`src/pmc_pkg.sv`:
```
package pmc_pkg;

    // Register byte addresses
    localparam logic [11:0] REG_CTRL = 12'h000;
    localparam logic [11:0] REG_STATUS = 12'h004;
    localparam logic [11:0] REG_RESET_CAUSE = 12'h008;
    localparam logic [11:0] REG_IRQ_STATUS = 12'h00c;
    localparam logic [11:0] REG_IRQ_MASK = 12'h010;
    localparam logic [11:0] REG_WAKE_PIN_EN = 12'h014;
    localparam logic [11:0] REG_CLK_CFG = 12'h018;
    localparam logic [11:0] REG_WDT_CTRL = 12'h01c;
    localparam logic [11:0] REG_WDT_LOAD = 12'h020;
    localparam logic [11:0] REG_WDT_COUNT = 12'h024;

    // Mode request codes in the control register
    localparam logic [1:0] REQ_IDLE = 2'h1;
    localparam logic [1:0] REQ_STANDBY = 2'h2;
    localparam logic [1:0] REQ_SHUTDOWN = 2'h3;
    localparam int REQ_W = 2;

    // Reset cause codes
    localparam logic [1:0] CAUSE_POR = 2'h0;
    localparam logic [1:0] CAUSE_PIN = 2'h1;
    localparam logic [1:0] CAUSE_SHDN_WAKE = 2'h2;

    // Interrupt status and mask bits
    localparam int IRQ_IDLE_WAKE = 0;
    localparam int IRQ_STBY_WAKE = 1;
    localparam int IRQ_WDT = 2;
    localparam int IRQ_W = 3;

    // Clock configuration bits
    localparam int CLK_FAST_XTAL = 0;
    localparam int CLK_SLOW_XTAL = 1;
    localparam int CLK_MED_STBY = 2;
    localparam int CLK_W = 3;

    // Watchdog control bit
    localparam int WDT_EN_BIT = 0;

    // Retention levels
    localparam logic [1:0] RET_NONE = 2'h0;
    localparam logic [1:0] RET_PARTIAL = 2'h1;
    localparam logic [1:0] RET_FULL = 2'h2;

    // Watchdog tick: fractional divider from the system clock
    localparam int SYS_CLK_KHZ = 40000;
    localparam int WDT_CLK_KHZ = 1500;
    localparam int ACC_W = 16;

    typedef enum logic [2:0] {
        MODE_ACTIVE,
        MODE_IDLE,
        MODE_STANDBY,
        MODE_SHUTDOWN,
        MODE_HELD
    } mode_t;

endpackage : pmc_pkg

```
`src/watchdog_counter.sv`:
```
`timescale 1ns/1ps
module watchdog_counter #(
    parameter int CNT_W = 32
) (
    // Clock and reset
    input wire logic sys_clk_i,
    input wire logic resetn_i,
    input wire logic ce_i,
    // Control
    input wire logic clr_i,
    input wire logic en_set_i,
    input wire logic load_we_i,
    input wire logic [CNT_W-1:0] load_i,
    input wire logic pause_i,
    // Status
    output logic en_o,
    output logic [CNT_W-1:0] count_o,
    output logic expire_o
);
    import pmc_pkg::*;

    typedef struct packed {
        logic en;
        logic [CNT_W-1:0] load;
        logic [CNT_W-1:0] cnt;
        logic [ACC_W-1:0] acc;
        logic expire;
    } wdt_t;

    localparam logic [ACC_W-1:0] ACC_STEP = ACC_W'(WDT_CLK_KHZ);
    localparam logic [ACC_W-1:0] ACC_MOD = ACC_W'(SYS_CLK_KHZ);

    wdt_t q, d;
    logic tick;

    always_comb begin
        d = q;
        d.expire = 1'b0;
        tick = 1'b0;
        if (clr_i) begin
            d = '0;
        end else begin
            // Enable is set-only so software cannot stop it
            if (en_set_i) begin
                d.en = 1'b1;
            end
            if (load_we_i) begin
                d.load = load_i;
                d.cnt = load_i;
            end else if (q.en && !pause_i) begin
                // Exact 1.5 MHz average tick rate
                if (q.acc + ACC_STEP >= ACC_MOD) begin
                    d.acc = q.acc + ACC_STEP - ACC_MOD;
                    tick = 1'b1;
                end else begin
                    d.acc = q.acc + ACC_STEP;
                end
                if (tick) begin
                    if (q.cnt == '0) begin
                        d.cnt = q.load;
                        d.expire = 1'b1;
                    end else begin
                        d.cnt = q.cnt - 1'b1;
                    end
                end
            end
        end
    end

    always_ff @(posedge sys_clk_i or negedge resetn_i) begin
        if (!resetn_i) begin
            q <= '0;
        end else if (ce_i) begin
            q <= d;
        end
    end

    assign en_o = q.en;
    assign count_o = q.cnt;
    assign expire_o = q.expire;

endmodule : watchdog_counter

```
`src/power_mode_controller.sv`:
```
`timescale 1ns/1ps
// How it works
// Active keeps CPU and enabled peripherals clocked
// Idle stops CPU and memory clocks only
// Any interrupt event wakes idle to active
// Standby powers only always-on domain, SRAM retained
// Only external, RTC or sensor events end standby
// Standby wake keeps retained config and CPU context
// All I/Os latched throughout standby
// Shutdown removes all power, I/Os hold prior value
// Enabled pin change in shutdown causes reset wake
// Reset cause register tells shutdown, pin, power-on
// Shutdown preserves only I/O latches and flash
// Watchdog ticks at 1.5 MHz, cannot be stopped
// Watchdog pauses in standby, debug halt; off in shutdown and held
// Retention full active/idle, partial standby, else none
// Medium clock on active/idle, optional standby, else off
// Low-speed clock on except shutdown and reset held
// Main fast clock on in active and idle only
// Reset pin wake path enabled in every state
// Software requests low modes; reset pin forces held
module power_mode_controller #(
    parameter int NPINS = 31,
    parameter int WDT_W = 32
) (
    // Clock, reset, enable
    input wire logic sys_clk_i,
    input wire logic resetn_i,
    input wire logic ce_i,
    // APB slave
    input wire logic psel_i,
    input wire logic penable_i,
    input wire logic pwrite_i,
    input wire logic [11:0] paddr_i,
    input wire logic [31:0] pwdata_i,
    output logic pready_o,
    output logic pslverr_o,
    output logic [31:0] prdata_o,
    // Wake sources and debug halt
    input wire logic rst_pin_n_i,
    input wire logic irq_event_i,
    input wire logic ext_wake_i,
    input wire logic rtc_event_i,
    input wire logic sensor_event_i,
    input wire logic [NPINS-1:0] pin_i,
    input wire logic debug_halt_i,
    // I/O drive from the pin logic
    input wire logic [NPINS-1:0] io_out_i,
    output logic [NPINS-1:0] io_out_o,
    output logic io_latch_o,
    // Clock gates
    output logic cpu_clk_en_o,
    output logic mem_clk_en_o,
    output logic periph_clk_en_o,
    // Power domains
    output logic flash_pwr_o,
    output logic sram_pwr_o,
    output logic sram_ret_o,
    output logic periph_pwr_o,
    output logic always_on_domain_pwr_o,
    output logic sensor_pwr_o,
    output logic [1:0] reg_ret_o,
    output logic brownout_detector_en_o,
    // Clock sources and reset pin wake enable
    output logic main_fast_clock_en_o,
    output logic fast_crystal_osc_sel_o,
    output logic medium_speed_clock_en_o,
    output logic low_speed_clock_en_o,
    output logic slow_crystal_osc_sel_o,
    output logic reset_pin_wake_en_o,
    // Status
    output pmc_pkg::mode_t mode_o,
    output logic irq_o
);
    import pmc_pkg::*;

    typedef struct packed {
        mode_t mode;
        logic [1:0] cause;
        logic [IRQ_W-1:0] irq_st;
        logic [IRQ_W-1:0] irq_msk;
        logic [NPINS-1:0] wake_en;
        logic [CLK_W-1:0] clk_cfg;
        logic [NPINS-1:0] io;
        logic [NPINS-1:0] pin_snap;
        logic [31:0] rdata;
        logic rvalid;
        logic err;
    } st_t;

    st_t q, d;

    logic wr_done;
    logic rd_hit;
    logic [31:0] rd_val;
    logic [NPINS-1:0] pin_chg;
    logic wdt_clr;
    logic wdt_pause;
    logic wdt_en_set;
    logic wdt_load_we;
    logic wdt_en;
    logic [WDT_W-1:0] wdt_count;
    logic wdt_expire;
    logic [IRQ_W-1:0] irq_set;

    // Decoding shared by reads and writes
    function automatic logic is_reg(input logic [11:0] a,
        input logic [11:0] r);
        return a == r;
    endfunction : is_reg

    function automatic logic mapped(input logic [11:0] a);
        if (is_reg(a, REG_CTRL)) begin
            return 1'b1;
        end else if (is_reg(a, REG_STATUS)) begin
            return 1'b1;
        end else if (is_reg(a, REG_RESET_CAUSE)) begin
            return 1'b1;
        end else if (is_reg(a, REG_IRQ_STATUS)) begin
            return 1'b1;
        end else if (is_reg(a, REG_IRQ_MASK)) begin
            return 1'b1;
        end else if (is_reg(a, REG_WAKE_PIN_EN)) begin
            return 1'b1;
        end else if (is_reg(a, REG_CLK_CFG)) begin
            return 1'b1;
        end else if (is_reg(a, REG_WDT_CTRL)) begin
            return 1'b1;
        end else if (is_reg(a, REG_WDT_LOAD)) begin
            return 1'b1;
        end else if (is_reg(a, REG_WDT_COUNT)) begin
            return 1'b1;
        end
        return 1'b0;
    endfunction : mapped

    // Core supplies and fast clocks are up only while awake
    function automatic logic awake(input mode_t m);
        return m == MODE_ACTIVE || m == MODE_IDLE;
    endfunction : awake

    // Always-on domain drops only in shutdown and under reset
    function automatic logic aon_lost(input mode_t m);
        return m == MODE_SHUTDOWN || m == MODE_HELD;
    endfunction : aon_lost

    // Writes act at the access edge, the one that sees pready high
    assign wr_done = psel_i && penable_i && pwrite_i && q.rvalid;

    // Level change on a shutdown-wake pin since entry
    genvar gi;
    generate
        for (gi = 0; gi < NPINS; gi++) begin : g_pin
            assign pin_chg[gi] = q.wake_en[gi] &&
                (pin_i[gi] != q.pin_snap[gi]);
        end
    endgenerate

    always_comb begin
        rd_hit = 1'b1;
        if (is_reg(paddr_i, REG_CTRL)) begin
            rd_val = '0;
        end else if (is_reg(paddr_i, REG_STATUS)) begin
            rd_val = 32'(q.mode);
        end else if (is_reg(paddr_i, REG_RESET_CAUSE)) begin
            rd_val = 32'(q.cause);
        end else if (is_reg(paddr_i, REG_IRQ_STATUS)) begin
            rd_val = 32'(q.irq_st);
        end else if (is_reg(paddr_i, REG_IRQ_MASK)) begin
            rd_val = 32'(q.irq_msk);
        end else if (is_reg(paddr_i, REG_WAKE_PIN_EN)) begin
            rd_val = 32'(q.wake_en);
        end else if (is_reg(paddr_i, REG_CLK_CFG)) begin
            rd_val = 32'(q.clk_cfg);
        end else if (is_reg(paddr_i, REG_WDT_CTRL)) begin
            rd_val = 32'(wdt_en);
        end else if (is_reg(paddr_i, REG_WDT_COUNT)) begin
            rd_val = 32'(wdt_count);
        end else if (is_reg(paddr_i, REG_WDT_LOAD)) begin
            rd_val = '0;
        end else begin
            rd_val = '0;
            rd_hit = 1'b0;
        end
    end

    always_comb begin
        d = q;
        irq_set = '0;

        // Bus: capture read data one cycle ahead of pready
        d.rvalid = psel_i && !(penable_i && q.rvalid);
        if (psel_i) begin
            d.rdata = pwrite_i ? 32'h0000_0000 : rd_val;
            d.err = !rd_hit;
        end

        // I/Os follow the pin logic unless latched
        if (awake(q.mode)) begin
            d.io = io_out_i;
            d.pin_snap = pin_i;
        end

        // Register writes
        if (wr_done && mapped(paddr_i)) begin
            if (is_reg(paddr_i, REG_IRQ_MASK)) begin
                d.irq_msk = pwdata_i[IRQ_W-1:0];
            end else if (is_reg(paddr_i, REG_WAKE_PIN_EN)) begin
                d.wake_en = pwdata_i[NPINS-1:0];
            end else if (is_reg(paddr_i, REG_CLK_CFG)) begin
                d.clk_cfg = pwdata_i[CLK_W-1:0];
            end else if (is_reg(paddr_i, REG_IRQ_STATUS)) begin
                d.irq_st = q.irq_st & ~pwdata_i[IRQ_W-1:0];
            end
        end

        // Mode sequencing
        case (q.mode)
            MODE_ACTIVE: begin
                if (wr_done && is_reg(paddr_i, REG_CTRL)) begin
                    case (pwdata_i[REQ_W-1:0])
                        REQ_IDLE: d.mode = MODE_IDLE;
                        REQ_STANDBY: d.mode = MODE_STANDBY;
                        REQ_SHUTDOWN: d.mode = MODE_SHUTDOWN;
                        default: d.mode = MODE_ACTIVE;
                    endcase
                end
            end
            MODE_IDLE: begin
                if (irq_event_i) begin
                    d.mode = MODE_ACTIVE;
                    irq_set[IRQ_IDLE_WAKE] = 1'b1;
                end
            end
            MODE_STANDBY: begin
                // Registers are kept, so the CPU resumes in place
                if (ext_wake_i || rtc_event_i ||
                    sensor_event_i) begin
                    d.mode = MODE_ACTIVE;
                    irq_set[IRQ_STBY_WAKE] = 1'b1;
                end
            end
            MODE_SHUTDOWN: begin
                if (|pin_chg) begin
                    // Wake acts as a reset: all but the latched I/Os go
                    d = '0;
                    d.io = q.io;
                    d.cause = CAUSE_SHDN_WAKE;
                end
            end
            MODE_HELD: begin
                if (rst_pin_n_i) begin
                    d = '0;
                    d.cause = CAUSE_PIN;
                end
            end
            default: d.mode = MODE_ACTIVE;
        endcase

        if (wdt_expire) begin
            irq_set[IRQ_WDT] = 1'b1;
        end
        // A new event wins over a clear in the same cycle
        d.irq_st = d.irq_st | irq_set;

        // Reset pin overrides any request, held state loses all but the I/Os
        if (!rst_pin_n_i) begin
            d = '0;
            d.mode = MODE_HELD;
            d.io = q.io;
        end
    end

    always_ff @(posedge sys_clk_i or negedge resetn_i) begin
        if (!resetn_i) begin
            q <= '0;
        end else if (ce_i) begin
            q <= d;
        end
    end

    // Watchdog control
    assign wdt_clr = aon_lost(q.mode);
    assign wdt_pause = q.mode == MODE_STANDBY || debug_halt_i;
    assign wdt_en_set = wr_done && is_reg(paddr_i, REG_WDT_CTRL) &&
        pwdata_i[WDT_EN_BIT];
    assign wdt_load_we = wr_done && is_reg(paddr_i, REG_WDT_LOAD);

    watchdog_counter #(
        .CNT_W(WDT_W)
    ) u_wdt (
        .sys_clk_i(sys_clk_i),
        .resetn_i(resetn_i),
        .ce_i(ce_i),
        .clr_i(wdt_clr),
        .en_set_i(wdt_en_set),
        .load_we_i(wdt_load_we),
        .load_i(pwdata_i[WDT_W-1:0]),
        .pause_i(wdt_pause),
        .en_o(wdt_en),
        .count_o(wdt_count),
        .expire_o(wdt_expire)
    );

    // Bus answers
    // No wait states; a low clock enable stretches the access
    assign pready_o = ce_i && psel_i && penable_i && q.rvalid;
    assign pslverr_o = pready_o && q.err;
    assign prdata_o = q.rdata;

    // Mode decode of gates and supplies
    assign cpu_clk_en_o = q.mode == MODE_ACTIVE;
    assign mem_clk_en_o = q.mode == MODE_ACTIVE;
    assign periph_clk_en_o = awake(q.mode);
    assign flash_pwr_o = awake(q.mode);
    assign periph_pwr_o = periph_clk_en_o;
    assign sram_pwr_o = awake(q.mode);
    assign sram_ret_o = q.mode == MODE_STANDBY;
    assign always_on_domain_pwr_o = !aon_lost(q.mode);
    assign sensor_pwr_o = always_on_domain_pwr_o;
    assign brownout_detector_en_o = always_on_domain_pwr_o;
    assign io_latch_o = q.mode == MODE_STANDBY ||
        q.mode == MODE_SHUTDOWN || q.mode == MODE_HELD;
    assign io_out_o = q.io;

    // Retention levels
    assign reg_ret_o = awake(q.mode) ?
        RET_FULL : (q.mode == MODE_STANDBY) ? RET_PARTIAL : RET_NONE;

    // Clock sources
    assign main_fast_clock_en_o = awake(q.mode);
    assign fast_crystal_osc_sel_o = q.clk_cfg[CLK_FAST_XTAL];
    assign medium_speed_clock_en_o = main_fast_clock_en_o ||
        (q.mode == MODE_STANDBY && q.clk_cfg[CLK_MED_STBY]);
    assign low_speed_clock_en_o = always_on_domain_pwr_o;
    assign slow_crystal_osc_sel_o = q.clk_cfg[CLK_SLOW_XTAL];
    // Wake path must never be gated off
    assign reset_pin_wake_en_o = 1'b1;

    assign mode_o = q.mode;
    assign irq_o = |(q.irq_st & q.irq_msk);

endmodule : power_mode_controller

```
`config.mk`:
```
export PLATFORM = sky130hd
export DESIGN_NAME = power_mode_controller
export DESIGN_NICKNAME = d
export VERILOG_FILES = /design/src/pmc_pkg.sv /design/src/watchdog_counter.sv /design/src/power_mode_controller.sv
export SDC_FILE = /design/constraint.sdc
export NUM_CORES = 1
export LEC_CHECK = 0
export BUFFER_PORTS_ARGS = -buffer_cell sky130_fd_sc_hd__buf_4
export CORE_MARGIN = 2
export CORE_UTILIZATION = 53
export CTS_BUF_LIST = sky130_fd_sc_hd__clkbuf_8
export CTS_CLUSTER_SIZE = 28
export DETAILED_ROUTE_END_ITERATION = 10
export GPL_ROUTABILITY_DRIVEN = 0
export PLACE_DENSITY = 0.79
export RECOVER_POWER = 25
export SLEW_MARGIN = 20
export SYNTH_ARGS = -nofsm -noshare
export SYNTH_HDL_FRONTEND = slang
export SYNTH_SLANG_ARGS = --single-unit
```
`constraint.sdc`:
```
create_clock -name sys_clk_i -period 2.8 [get_ports sys_clk_i]
set_input_delay 0.42 -clock sys_clk_i [delete_from_list [all_inputs] [get_ports sys_clk_i]]
set_output_delay 0.42 -clock sys_clk_i [all_outputs]
set_load 0.005 [all_outputs]
```
==> impl_metrics.toml <==
[run_status]
violations = "max-capacitance violations, max-slew violations, negative setup slack"
status = "finished with violations"

[synth]
syn_area_mm2 = 0.0118
synthDistinctLibCells = 82
synth_top_family_by_area = "compound AO/OA/AOI/OAI gates"
synth_fa_ha_area_share_pct = 0.528
synth_edf_count = 0
yosys.area_share.simple_pct = 13.4
yosys_register_bits = 221
yosys_most_used_dff = "dfrtp_1"
yosysSeqAreaShare_pct = 46.7
syn_avg_cell_area_um2 = 9.85
synth_fp_nets = 1325
synth-async-reset-ratio_pct = 100
syn-instance-count = 1202
synth-compound-area-share_pct = 26.1
muxShareOfSynthArea_pct = 0.254
synthXorXnorAreaFrac_pct = 4.27
yosysWarnings = 0

[die]
die_y_um = 153
rows = 54
coreArea_mm2 = 0.0219
die_w_um = 153
initial_core_util_pct = 54.1
io_pins = 206
die-area_mm2 = 0.0236

[timing]
maxSlewViolCount = 86
fmax_mhz = 352
hold_violations = 0
fin_crit_sh_pct = 102
setup_viol = 10
hold_slack_ns = 0.0958
final.setup.worst_slack_ns = -0.0446
worst_pin_slew_ns = 2.05
rsz0062_at_grt = "yes"
slew_headroom_pct = -36.6
period_needed_ns = 2.84
worst_clock_skew_ns = 0.0168

[cells_and_area]
drive_gt1_share_pct = 29.4
nNetsFinal = 1510
antenna_cells = 0
stdcell_count = 1695
area_growth_pct = 23.6

[grt]
grt_max_degree = 88
grt_use_total_pct = 30.4
grt_pass1_wl_um = 57600
antenna_found_initial = 0
grt_overflow = 0
grt_pass1_vias = 10500

[critical_path]
critical_path_class = "reg -> reg"
arrival_ns = 3.30
slowest_delay_ns = 0.45
critPathCaptureType = "register"
crit_fanout = 5
slowest_stage = "dfrtp_2"
crit_top_cell = "a21oi_1"
worstSetupStartpointType = "register"
critPathRequiredTime_ns = 3.26
path_cells = "o31a_2 > buf_4 > o21ai_2 > a21oi_1 > xnor2_2 > o211ai_4 > a41oi_4 > buf_12 > clkbuf_16 > a21oi_1 > o22ai_1"

[clock_tree]
htreeDepth = 2
clk_path_buf_depth = 3
cts_tree = "done"
path_clk_slew_ns = 0.06
clockRootBuffer = "clkbuf_8"
clock_latency_ns = 0.55
numCtsBuffers = 38
cts_num_sinks = 221

[min_path]
hold_path_class = "in -> reg"

[power]
power.share.clock_pct = 39.6
vdd_drop_max_v = 0.000329
power.internal_mw = 5.26
seqPwrFrac_pct = 47.4
p_comb_share_pct = 13.0
p_sw_share_pct = 27.1
p_per_area_mw_per_mm2 = 493
power_switching_mw = 1.96
leakagePower_nw = 6.79

[run]
drv_cap = 1

[drt]
dr.pass1.iters = 8
via_per_inst = 6.37
avgRoutedWirePerCell_um = 21.8
first_iter_violations = 1135
ant_nets = 0
dr_total_vias = 10800
dr_wl_met2_um = 17300
drc_errors = 0
route.met3.wl_um = 3620
wl_met1_um = 14200
top_layer_used = "met4"
wirelength_um = 36900

[placement]
hpwlAfterDp_um = 25000
numPortBuffers = 204
dp.cells = 1611
## cell usage after synthesis (all sizes together) (18+ instances only)
master | number | share of area [%]
a21oi | 57 | 2.5
a22o | 129 | 9.5
a22oi | 44 | 2.8
buf | 107 | 6.4
clkbuf | 48 | 1.5
dfrtp | 221 | 47
inv | 24 | 0.76
nand2 | 93 | 3.0
nand3 | 23 | 0.97
nor2 | 70 | 2.3
nor3 | 30 | 1.3
nor4 | 20 | 1.4
o21ai | 94 | 4.1
xnor2 | 18 | 1.5
xor2 | 38 | 2.8
## registers in the layout, indices dropped and copies added, names as in the netlist
register / count
fast_crystal_osc_sel_o: 1
io_out_o: 31
mode_o: 3
prdata_o: 32
q: 73
slow_crystal_osc_sel_o: 1
u_wdt.count_o: 32
u_wdt.en_o: 1
u_wdt.expire_o: 1
u_wdt.q: 46
## timing repair
action,4_1_cts,5_1_grt
buffers inserted,3,6
hold buffers,1,0
resized for setup,6,39
setup endpoints to repair,37,49
pin swaps,3,11
hold endpoints to repair,83,0
cloned,2,4
## metrics by stage
stage                     utilization (%)  cell area, µm²  power [mW]  setup slack (ns)  TNS [ns]
after global routing                 66.9           14600        7.50            -0.254     -6.87
after global placement               61.8           13500        4.33           0.00982         0
after detailed placement             61.8           13500        4.35            -0.135     -1.61
after CTS                            65.6           14400        7.22            0.0149         0
after floorplan                         -           11800        3.92            0.0273         0
final                                66.9           14600        7.22           -0.0446    -0.219
## worst paths after layout
check,from,end,slack [ns],depth (start not counted)
min,io_out_i[4],io_out_o[4],0.1,2
max in group asynchronous,resetn_i,u_wdt.q[5],0.44,2
max reg2reg,u_wdt.q[5],u_wdt.count_o[24],-0.04,11
max,u_wdt.q[5],u_wdt.count_o[24],-0.04,11
min in group asynchronous,resetn_i,q[1],1.03,2
min reg2reg,q[0],q[0],0.48,2
## area by class of cell
class,count,area [µm²]
Inverter,24,90.1
Timing Repair Buffer,299,2440
Clock buffer,43,592
Fill cell,1701,7250
Sequential cell,221,5530
Clock inverter,25,138
Multi-Input combinational cell,803,5500
Tap cell,280,350
## power by group through the flow
| stage | Sequential, mW | Clock [mW] | Combinational [mW] |
|---|---|---|---|
| global route | 3.44 | 3.05 | 1.02 |
| finish | 3.42 | 2.86 | 0.941 |
| floorplan | 3.45 | 0 | 0.470 |
| detailed placement | 3.47 | 0 | 0.877 |
| global placement | 3.47 | 0 | 0.860 |
| CTS | 3.42 | 2.90 | 0.898 |
## per-layer routing
layer	GRT usage, %	up-vias
li1	-	4778
met1	40.1	5220
met4	11.9	0
met2	48.6	663
met3	7.46	139
met5	0	-
## logic make-up after synthesis
kind of cell    after synthesis
xor+xnor                     56
compound gates              425
buf+inv                     179
mux                           3
fa+ha+maj                     5
other cells                   1
simple gates                312
flops                       221
## worst max-delay path: cells and delay by family, from the launching register on
family,cells,cell delay (ns)
AO/OA/AOI/OAI,7,1.39
buffers and inverters,3,0.50
flip-flops,1,0.45
XOR/XNOR,1,0.41
## layout by cell type, fill, tap and decap left out, types with 7 or more instances in the layout
cell type    n
a211oi_1     8
a21oi_1     53
a22o_1     129
a22oi_1     44
a31oi_1     14
and2_1       8
and3_1      11
buf_12       8
buf_4      278
clkbuf_8    43
dfrtp_1    220
inv_1       38
nand2_1     92
nand3_1     23
nand4_1     13
nor2_1      65
nor2b_1     11
nor3_1      27
nor4_1      15
o211ai_1    10
o21ai_0     59
o21ai_1     23
o21ai_2     12
o22ai_1      7
xnor2_1     14
xor2_1      38
Note: power is estimated with default switching activity, not from simulation.
